$ cat config.mk
export PLATFORM = sky130hd
export DESIGN_NAME = rhbs_sequencer
export DESIGN_NICKNAME = d
export VERILOG_FILES = /design/src/design/rhbs_pkg.sv /design/src/design/rhbs_blank_if.sv /design/src/design/rhbs_blank_timer.sv /design/src/design/rhbs_sequencer.sv
export SDC_FILE = /design/constraint.sdc
export NUM_CORES = 1
export LEC_CHECK = 0
export BUFFER_PORTS_ARGS = -buffer_cell sky130_fd_sc_hd__buf_2
export CAP_MARGIN = 20
export CORE_AREA = 8 8 69 71
export DETAILED_ROUTE_END_ITERATION = 8
export DIE_AREA = 0 0 77 79
export PLACE_DENSITY_LB_ADDON = 0.15
export RECOVER_POWER = 25
export SLEW_MARGIN = 20
export SYNTH_ARGS = -nofsm -noshare
export SYNTH_HDL_FRONTEND = slang
export SYNTH_SLANG_ARGS = --single-unit
export TNS_END_PERCENT = 1
$ cat constraint.sdc
create_clock -name clk_in -period 1.6 [get_ports clk_in]
set_input_delay 0 -clock clk_in [delete_from_list [all_inputs] [get_ports clk_in]]
set_output_delay 0 -clock clk_in [all_outputs]
set_load 0.1 [all_outputs]
$ cat src/design/rhbs_pkg.sv
package rhbs_pkg;

  // Operating modes of the sequencer.
  typedef enum logic [1:0] {
    RHBS_LOCKOUT = 2'b00,
    RHBS_SLEEP   = 2'b01,
    RHBS_NORMAL  = 2'b10,
    RHBS_FAULT   = 2'b11
  } rhbs_mode_t;

  // Oscillator ramp phases in normal mode.
  typedef enum logic [1:0] {
    RHBS_BOOT = 2'b00,
    RHBS_RISE = 2'b01,
    RHBS_FALL = 2'b10
  } rhbs_ramp_t;

  localparam int          CLK_HZ          = 20000000;
  localparam int          MASK_TIME_NS    = 300;
  localparam int          MASK_CYCLES     =
    (MASK_TIME_NS * (CLK_HZ / 1000000) + 999) / 1000;
  localparam logic [3:0]  MASK_CNT_W      = 4'h4;
  localparam logic        FIRST_TOP_Q_RST = 1'b0;
  localparam int          OCP_TRIP_LOW_MV  = 2000;
  localparam int          OCP_TRIP_HIGH_MV = 3000;
  localparam int          RAMP_LOW_MV     = 3000;
  localparam int          RAMP_HIGH_MV    = 5000;
  localparam int          FSW_MIN_KHZ     = 50;
  localparam int          FSW_MAX_KHZ     = 500;
  localparam int          START_CURRENT_UA = 10;
  localparam int          DISCH_CURRENT_MA = 2;

endpackage : rhbs_pkg

$ cat src/design/rhbs_blank_if.sv
`timescale 1ns/1ps
interface rhbs_blank_if;
  logic arm;
  logic done;
  modport ctrl (output arm, input done);
  modport timer (input arm, output done);
endinterface : rhbs_blank_if

$ cat src/design/rhbs_blank_timer.sv
`timescale 1ns/1ps
module rhbs_blank_timer
  import rhbs_pkg::*;
#(
  parameter int MASK_CYC = MASK_CYCLES
) (
  input  wire logic   clk_in,
  input  wire logic   resetn_in,
  rhbs_blank_if.timer bl
);
  logic [7:0] cnt_q;

  // Counts from the low-side rising edge; done holds until arm drops.
  always_ff @(posedge clk_in) begin
    if (!resetn_in || !bl.arm) begin
      cnt_q <= 8'h00;
    end else if (cnt_q != MASK_CYC[7:0]) begin
      cnt_q <= cnt_q + 8'h01;
    end
  end

  assign bl.done = bl.arm && (cnt_q == MASK_CYC[7:0]);
endmodule : rhbs_blank_timer

$ cat src/design/rhbs_sequencer.sv
`timescale 1ns/1ps
// Contract
// - Lockout with drives off until supply valid.
// - Supply drop returns to lockout from anywhere.
// - Bottom drive held low in lockout.
// - Sleep charges timing cap, drives off; code charges only while cap_below_sleep_in is low.
// - Enable threshold exits sleep, enables reference.
// - Pulling pin low enters sleep, discharges resistor.
// - Drives alternate, equal on time.
// - Dead time equals ramp fall time.
// - Ramp swings between lower and upper thresholds.
// - Upper threshold starts fixed-current discharge.
// - Frequency rises with sourced current.
// - Low side first after start or sleep.
// - First low pulse lasts until upper threshold.
// - Overcurrent check only in normal mode.
// - Sample sense after mask time on low.
// - Trip ends pulse, stops all, faults.
// - Fault discharges timing pins, stays latched.
// - Trip level fixed per variant.
// - Soft start at start-up and sleep exit; the code has no soft-start logic.
// - Output frequency range fifty to five hundred.
// - Mask time about three hundred nanoseconds.
// - Fault clears only by supply cycling.
module rhbs_sequencer
  import rhbs_pkg::*;
#(
  parameter bit LOW_TRIP_VARIANT = 1'b0
) (
  input  wire logic clk_in,
  input  wire logic resetn_in,
  input  wire logic supply_above_on_in,
  input  wire logic supply_below_off_in,
  input  wire logic cap_above_enable_in,
  input  wire logic cap_below_sleep_in,
  input  wire logic ramp_at_upper_in,
  input  wire logic ramp_at_lower_in,
  input  wire logic sense_over_trip_in,
  output logic      top_switch_drive_out,
  output logic      bottom_switch_drive_out,
  output logic      bottom_pulldown_out,
  output logic      cap_startup_charge_out,
  output logic      cap_charge_out,
  output logic      cap_discharge_out,
  output logic      cap_dump_out,
  output logic      resistor_ref_enable_out,
  output logic      resistor_discharge_out,
  output logic      trip_level_high_out,
  output logic      fault_latched_out,
  output logic [1:0] mode_out
);

  rhbs_mode_t mode_q;
  rhbs_mode_t mode_d;
  rhbs_ramp_t ramp_q;
  rhbs_ramp_t ramp_d;
  logic       next_top_q;
  logic       top_q;
  logic       bot_q;
  logic       trip;
  logic       fault_q;

  rhbs_blank_if bl ();

  // Leading-edge mask runs while the bottom drive is on.
  rhbs_blank_timer #(
    .MASK_CYC (MASK_CYCLES)
  ) u_blank (
    .clk_in    (clk_in),
    .resetn_in (resetn_in),
    .bl        (bl)
  );
  assign bl.arm = bot_q;

  // Trip only counts once masked, in normal mode, with low side on.
  // The comparator already encodes the variant level.
  assign trip = (mode_q == RHBS_NORMAL) && bot_q && bl.done &&
                sense_over_trip_in;

  // Mode transitions; supply loss outranks everything.
  always_comb begin
    mode_d = mode_q;
    case (mode_q)
      RHBS_LOCKOUT: begin
        if (supply_above_on_in && !supply_below_off_in) begin
          mode_d = RHBS_SLEEP;
        end
      end
      RHBS_SLEEP: begin
        if (cap_above_enable_in && !cap_below_sleep_in) begin
          mode_d = RHBS_NORMAL;
        end
      end
      RHBS_NORMAL: begin
        if (trip) begin
          mode_d = RHBS_FAULT;
        end else if (cap_below_sleep_in) begin
          mode_d = RHBS_SLEEP;
        end
      end
      RHBS_FAULT: begin
        mode_d = RHBS_FAULT;
      end
      default: begin
        mode_d = RHBS_LOCKOUT;
      end
    endcase
    if (supply_below_off_in) begin
      mode_d = RHBS_LOCKOUT;
    end
  end

  // Mode register.
  always_ff @(posedge clk_in) begin
    if (!resetn_in) begin
      mode_q <= RHBS_LOCKOUT;
    end else begin
      mode_q <= mode_d;
    end
  end

  // Ramp phase: boot pulse first, then rise and fall alternate.
  always_comb begin
    ramp_d = ramp_q;
    if (mode_d != RHBS_NORMAL || mode_q != RHBS_NORMAL) begin
      ramp_d = RHBS_BOOT;
    end else begin
      case (ramp_q)
        RHBS_BOOT: begin
          if (ramp_at_upper_in) begin
            ramp_d = RHBS_FALL;
          end
        end
        RHBS_RISE: begin
          if (ramp_at_upper_in) begin
            ramp_d = RHBS_FALL;
          end
        end
        RHBS_FALL: begin
          if (ramp_at_lower_in) begin
            ramp_d = RHBS_RISE;
          end
        end
        default: begin
          ramp_d = RHBS_BOOT;
        end
      endcase
    end
  end

  // Ramp register and side selection for the next rise.
  always_ff @(posedge clk_in) begin
    if (!resetn_in) begin
      ramp_q     <= RHBS_BOOT;
      next_top_q <= FIRST_TOP_Q_RST;
    end else begin
      ramp_q <= ramp_d;
      if (ramp_d == RHBS_BOOT) begin
        next_top_q <= 1'b1;
      end else if (ramp_q == RHBS_FALL && ramp_d == RHBS_RISE) begin
        next_top_q <= ~next_top_q;
      end
    end
  end

  // Drives are on only during the boot pulse or a rise, so each fall is dead time and
  // both sides share the same rise length.
  always_ff @(posedge clk_in) begin
    if (!resetn_in) begin
      top_q <= 1'b0;
      bot_q <= 1'b0;
    end else if (mode_d != RHBS_NORMAL) begin
      top_q <= 1'b0;
      bot_q <= 1'b0;
    end else begin
      // Once a rise has begun, next_top_q already names the side after
      // this one, so the side now on is its inverse.
      top_q <= (ramp_d == RHBS_RISE) && !next_top_q &&
               !(ramp_q == RHBS_FALL);
      bot_q <= (ramp_d == RHBS_BOOT) ||
               ((ramp_d == RHBS_RISE) && next_top_q &&
                !(ramp_q == RHBS_FALL));
      // At the start of a rise the side is the one picked for it.
      if (ramp_q == RHBS_FALL && ramp_d == RHBS_RISE) begin
        top_q <= next_top_q;
        bot_q <= !next_top_q;
      end
    end
  end

  // Fault flag follows the latched mode for visibility.
  always_ff @(posedge clk_in) begin
    if (!resetn_in) begin
      fault_q <= 1'b0;
    end else begin
      fault_q <= (mode_d == RHBS_FAULT);
    end
  end

  // Pin controls; frequency follows the external resistor current,
  // so the design only gates the reference.
  assign top_switch_drive_out    = top_q;
  assign bottom_switch_drive_out = bot_q;
  assign bottom_pulldown_out     = (mode_q == RHBS_LOCKOUT);
  assign cap_startup_charge_out  = (mode_q == RHBS_SLEEP) &&
                                   !cap_below_sleep_in;
  assign cap_charge_out          = (mode_q == RHBS_NORMAL) &&
                                   (ramp_q != RHBS_FALL);
  assign cap_discharge_out       = (mode_q == RHBS_NORMAL) &&
                                   (ramp_q == RHBS_FALL);
  assign cap_dump_out            = (mode_q == RHBS_FAULT);
  assign resistor_ref_enable_out = (mode_q == RHBS_NORMAL);
  assign resistor_discharge_out  = (mode_q == RHBS_SLEEP) ||
                                   (mode_q == RHBS_FAULT);
  assign trip_level_high_out     = !LOW_TRIP_VARIANT;
  assign fault_latched_out       = fault_q;
  assign mode_out                = mode_q;

endmodule : rhbs_sequencer

### Yosys cells after proc, flatten, opt, wreduce, memory -nomap -nowiden

Cells that the tools add are included.

* logic and storage cells: 66
* RAM bits: 0
* flip-flop bits (word level): 16
* ROM bits: 0
* input bits: 9
* bits in latches: 0
* output and inout port bits: 13
* memories: 0

* multiply operators: 0
* multiplexer cells: 14
* add/sub/neg operators: 1
* shift-type cells: 0
* magnitude comparators: 0
* bitwise operators: 2
* reduce and logical (&&, ||, !) cells: 30
* equality and inequality tests: 12
* div/mod/pow operators: 0

Operators with widths (number)
* $mux 2: 8
* $logic_and 1x1->1: 14
* $add 8x1->8 const B: 1
* $eq 2x2->1 const B: 4
* $eq 8x3->1 const B: 1
* $ne 8x3->1 const B: 1
* $pmux 2 s4: 1
* $eq 2x1->1 const B: 3
* $logic_not 1->1: 6
* $logic_not 2->1: 3
* $ne 2x2->1 const B: 3
* $logic_or 1x1->1: 4
* $mux 1: 4
* $pmux 2 s2: 1
* $reduce_or 2->1: 2
* $not 1->1: 2
* $reduce_bool 2->1: 1

### Depth between registers and ports, before layout

* word-level depth: 15
* depth in mapped cells: 6
* gate-level depth less buffers: 6

### Cells and area by module

A second synthesis with hierarchy kept.

* cells, all modules: 100
* area total of the unflattened synthesis: 854.6 um^2

Modules (own cells, without submodules)
* rhbs_sequencer: instances 1, sequential area each 160.2 um^2, area an instance 440.4 um^2, cells an instance 53
* rhbs_blank_timer: instances 1, sequential area each 160.2 um^2, area an instance 414.1 um^2, cells an instance 47

### Worst setup path after synthesis

Ideal clock, no wire load.

* path kind: register to register
* start point: reg mode_q[0], in the netlist mode_out[0]
* end point: reg bot_q, in the netlist bottom_switch_drive_out
* cell stages (with the launch flop): 5
* setup time: 0.062 ns
* arrival: 3.102 ns
* path buffers: 0
* data required time: 1.538 ns
* period minus slack after synthesis: 3.164 ns
* path slack: -1.564 ns
* path through: dfxtp_1 nor3b_2 a22oi_1 nor3b_1 o31a_1

* longest elaborated chain between the ends: 15
* elaborated cells between the ends (all ways): 25
* classes of those cells: eq/ne (6); mux (8); reduce/logical (11)

Ends and longest elaborated chain
* start: declaration: RTL line rhbs_sequencer.sv:53 `rhbs_mode_t mode_q;`
* start signal: assignment: RTL line rhbs_sequencer.sv:118 `mode_q <= mode_d;`
* $eq 2x2->1: RTL line rhbs_sequencer.sv:77, rhbs_sequencer.sv:83
* $logic_and 1x1->1 (3 in series): RTL line rhbs_sequencer.sv:77 `assign trip = (mode_q == RHBS_NORMAL) && bot_q && bl.done &&`
* $mux 2: RTL line rhbs_sequencer.sv:95 `if (trip) begin`
* $pmux 2 s4: RTL line rhbs_sequencer.sv:83 `case (mode_q)`
* $mux 2: RTL line rhbs_sequencer.sv:108 `if (supply_below_off_in) begin`
* $ne 2x2->1: RTL line rhbs_sequencer.sv:125, rhbs_sequencer.sv:172
* $logic_or 1x1->1: RTL line rhbs_sequencer.sv:125 `if (mode_d != RHBS_NORMAL || mode_q != RHBS_NORMAL) begin`
* $mux 2: RTL line rhbs_sequencer.sv:125
* $eq 2x1->1: RTL line rhbs_sequencer.sv:181, rhbs_sequencer.sv:184
* $logic_and 1x1->1 (2 in series): RTL line rhbs_sequencer.sv:181 `((ramp_d == RHBS_RISE) && next_top_q &&`
* $logic_or 1x1->1: RTL line rhbs_sequencer.sv:180 `bot_q <= (ramp_d == RHBS_BOOT) ||`
* $mux 1: RTL line rhbs_sequencer.sv:184 `if (ramp_q == RHBS_FALL && ramp_d == RHBS_RISE) begin`
* end signal: assignment: RTL line rhbs_sequencer.sv:180
* end signal: assignment: RTL line rhbs_sequencer.sv:186 `bot_q <= !next_top_q;`
* end: declaration: RTL line rhbs_sequencer.sv:59 `logic bot_q;`

Several ways; a longest one is shown, not always the timed one.
A chain may end at the register's enable or synchronous reset.

### Worst setup path after layout

* start point: reg ramp_q[1]
* end point: out cap_discharge_out

* longest elaborated chain between the ends: 2

Ends and longest elaborated chain
* start: declaration: RTL line rhbs_sequencer.sv:55 `rhbs_ramp_t ramp_q;`
* start signal: assignment: RTL line rhbs_sequencer.sv:157 `ramp_q <= ramp_d;`
* $eq 2x2->1: RTL line rhbs_sequencer.sv:210 `(ramp_q == RHBS_FALL);`
* $logic_and 1x1->1: RTL line rhbs_sequencer.sv:209 `assign cap_discharge_out = (mode_q == RHBS_NORMAL) &&`
* end: declaration: RTL line rhbs_sequencer.sv:44 `output logic cap_discharge_out,`

Every way passes these cells.

==> results.json <==
{
  "outcome": "finished clean",
  "netlist_area_um2": 875,
  "portBuffers": 20,
  "async_flop_share_pct": 0,
  "ir_drop_v": 0.000347,
  "clkLatencyLatePin_ps": 250,
  "clkTransAtPathRegs_ps": 60,
  "post_cts_buffers": 0,
  "combPwrFrac_pct": 12.1,
  "synth-seq-cells": 16,
  "n_antenna_cell": 0,
  "row_count": 23,
  "cts.path.max_buffers": 2,
  "critical_path_arrival_ps": 1500,
  "synth_top_family_by_area": "simple AND/OR/NAND/NOR gates",
  "postRouteAntennaNets": 0,
  "core-area_mm2": 0.00380,
  "synth_area_leaders": "dfxtp_1 (37%), nor2_1 (5.6%), nor4b_4 (5.4%), xor2_1 (5.0%), nand3_1 (4.0%)",
  "p_int_uw": 594,
  "muxShareOfSynthArea_pct": 2.29,
  "yosys_warnings": 0,
  "finalWorstPathRequiredPeriod_ps": 1500,
  "via_per_inst": 4.23,
  "fillCellCount": 427,
  "final-setup-viol-count": 0,
  "p_switching_uw": 222,
  "cts_tree": "built",
  "numCtsBuffers": 3,
  "setup_slack_ps": 102,
  "syn_nets": 106,
  "dp_hpwl_um": 1560,
  "hold_class": "in2reg",
  "p_clk_share_pct": 38.4,
  "switching_share_pct": 27.2,
  "p_leak_nw": 0.444,
  "crit_required_ps": 1600,
  "worst_slew_pin_slew_ps": 547,
  "power_density_mw_per_mm2": 745,
  "slew_headroom_pct": 63.7,
  "area_delta_synth_final_pct": 25.3,
  "fin_crit_sh_pct": 93.6,
  "yosys.cell_types.count": 37,
  "skew_ps": 3.66,
  "die_y_um": 79,
  "wl_per_cell_um": 11.9,
  "synth_xor_area_share_pct": 9.01,
  "grt_max_degree": 12,
  "end_kind": "output port",
  "dp_slack_ps": 175,
  "num-nets-final": 130,
  "drc_errors": 0,
  "synth_top_area_share_pct": 36.6,
  "cap_violations": 0,
  "first_pass_iters": 2,
  "syn_avg_cell_area_um2": 9.21,
  "synth_cells": 95,
  "synthAdderAreaFrac_pct": 2.86,
  "fp.dieW_um": 77,
  "grt_pass1_wl_um": 3360,
  "drive_above_1_share_pct": 33.1,
  "seq_area_frac_synth_pct": 36.6,
  "final_max_slew_viol_count": 0,
  "synth_simple_gate_area_share_pct": 31.6,
  "rsz0062_at_grt": "no",
  "ys_dominant_reg_cell": "dfxtp_1",
  "die_area_mm2": 0.00608,
  "hold_viol_final": 0,
  "power_frac_seq_pct": 49.5,
  "crit_path_max_fanout": 7,
  "synth-compound-area-share_pct": 12.4,
  "drtIter0Drc": 21,
  "max_freq_mhz": 668,
  "grt_overflow_total": 0,
  "start_util_pct": 23.0,
  "start_kind": "flop",
  "synth_edf_count": 0,
  "ctsResizeCount": 0,
  "path_class": "reg2out",
  "routabilityCongestion": 0.696,
  "hold-worst-slack_ps": 10.1,
  "hold_buffers": 0,
  "pin_count": 22,
  "fin_total_pwr_uw": 817,
  "cts_sinks": 16,
  "globalRouteTotalUtil_pct": 6.77,
  "cts_root_buf": "clkbuf_8",
  "synth_top_area_cell": "dfxtp_1",
  "grt_pass1_vias": 725,
  "via_count": 710,
  "antenna_found_initial": 0,
  "routed_wl_um": 1990,
  "htreeDepth": 1
}
## flip-flops by register name (all words and copies together), names as in the netlist
name / cells
fault_latched_out: 1
top_switch_drive_out: 1
mode_out: 2
bottom_switch_drive_out: 1
next_top_q: 1
u_blank.cnt_q: 8
ramp_q: 2
## stage by stage
step / setup TNS (ps) / util, % / instance area, um2 / std cells
after floorplan: -2100 / - / 896 / 95
after global placement: 0 / 27.7 / 1050 / 164
after detailed placement: 0 / 27.7 / 1050 / 164
after CTS: 0 / 28.9 / 1100 / 168
after global routing: 0 / 28.9 / 1100 / 168
final: 0 / 28.9 / 1100 / 168
## power groups by stage
stage	registers [mW]	clock network [mW]	logic (mW)
4_1_cts	0.404	0.326	0.0998
5_1_grt	0.404	0.347	0.106
3_3_place_gp	0.413	0	0.0998
6_report	0.404	0.313	0.0990
3_5_place_dp	0.413	0	0.0995
2_1_floorplan	0.423	0	0.0663
## metal layers
metal / part of all wire, % / GRT usage [%] / vias up / wire length, um
met1: 49 / 8.00 / 324 / 978
met4: 0.80 / 1.70 / 0 / 16
met2: 47 / 11.4 / 12 / 933
li1: - / - / 372 / -
met5: 0 / 0 / - / 0
met3: 3.3 / 2.48 / 2 / 66
## critical path: stages, from the launching register on
cell and delay, ps:
dfxtp_1 430, and2b_2 250, and3_1 160, buf_2 420
## cells in the final DEF (no fill, tap or decap), types with 3 or more instances in the layout
cell type  synthesis  layout
a21oi_1            4       4
and3_1             4       4
buf_2              0      13
clkbuf_2           0       7
clkbuf_8           0       3
dfxtp_1           16      14
inv_1              5       5
nand3_1            7       7
nor2_1            13      12
xnor2_1            4       4
xor2_1             5       5
## final timing paths
path / from / endpoint / slack [ps] / depth (start not counted)
worst min-delay path: supply_below_off_in / next_top_q$_SDFFE_PN0P_ / 10 / 2
worst max-delay path: ramp_q[1]$_SDFF_PN0_ / cap_discharge_out / 100 / 3
worst min register to register: u_blank.cnt_q[4]$_SDFFE_PP0P_ / u_blank.cnt_q[4]$_SDFFE_PP0P_ / 530 / 2
worst max register to register: u_blank.cnt_q[0]$_SDFFE_PP0P_ / next_top_q$_SDFFE_PN0P_ / 130 / 6
## synth_stat cells (all sizes together) (4+ instances only)
| cell type | instances |
|---|---|
| xor2 | 5 |
| nand3 | 8 |
| dfxtp | 16 |
| a21oi | 4 |
| nor2 | 13 |
| xnor2 | 4 |
| and3 | 5 |
| inv | 5 |
## final cells by class
type / instances / area, um2 / share of cell area (%)
inverters: 5 / 18.8 / 1.71
clock buffers: 3 / 41.3 / 3.77
flip-flops and latches: 16 / 328 / 29.9
repair buffers: 22 / 115 / 10.5
multi-input cells: 71 / 527 / 48.1
well taps: 50 / 62.6 / 5.71
clock inverters: 1 / 3.75 / 0.342
## cells by family after synthesis
group / after synthesis
muxes: 2
other: 1
and+or+nand+nor: 42
AOI/OAI and AO/OA: 15
xor gates and xnor gates: 9
buffers and inverters: 8
adders and majority gates: 2
DFF: 16
No activity file was read; power rests on OpenSTA's default activity.
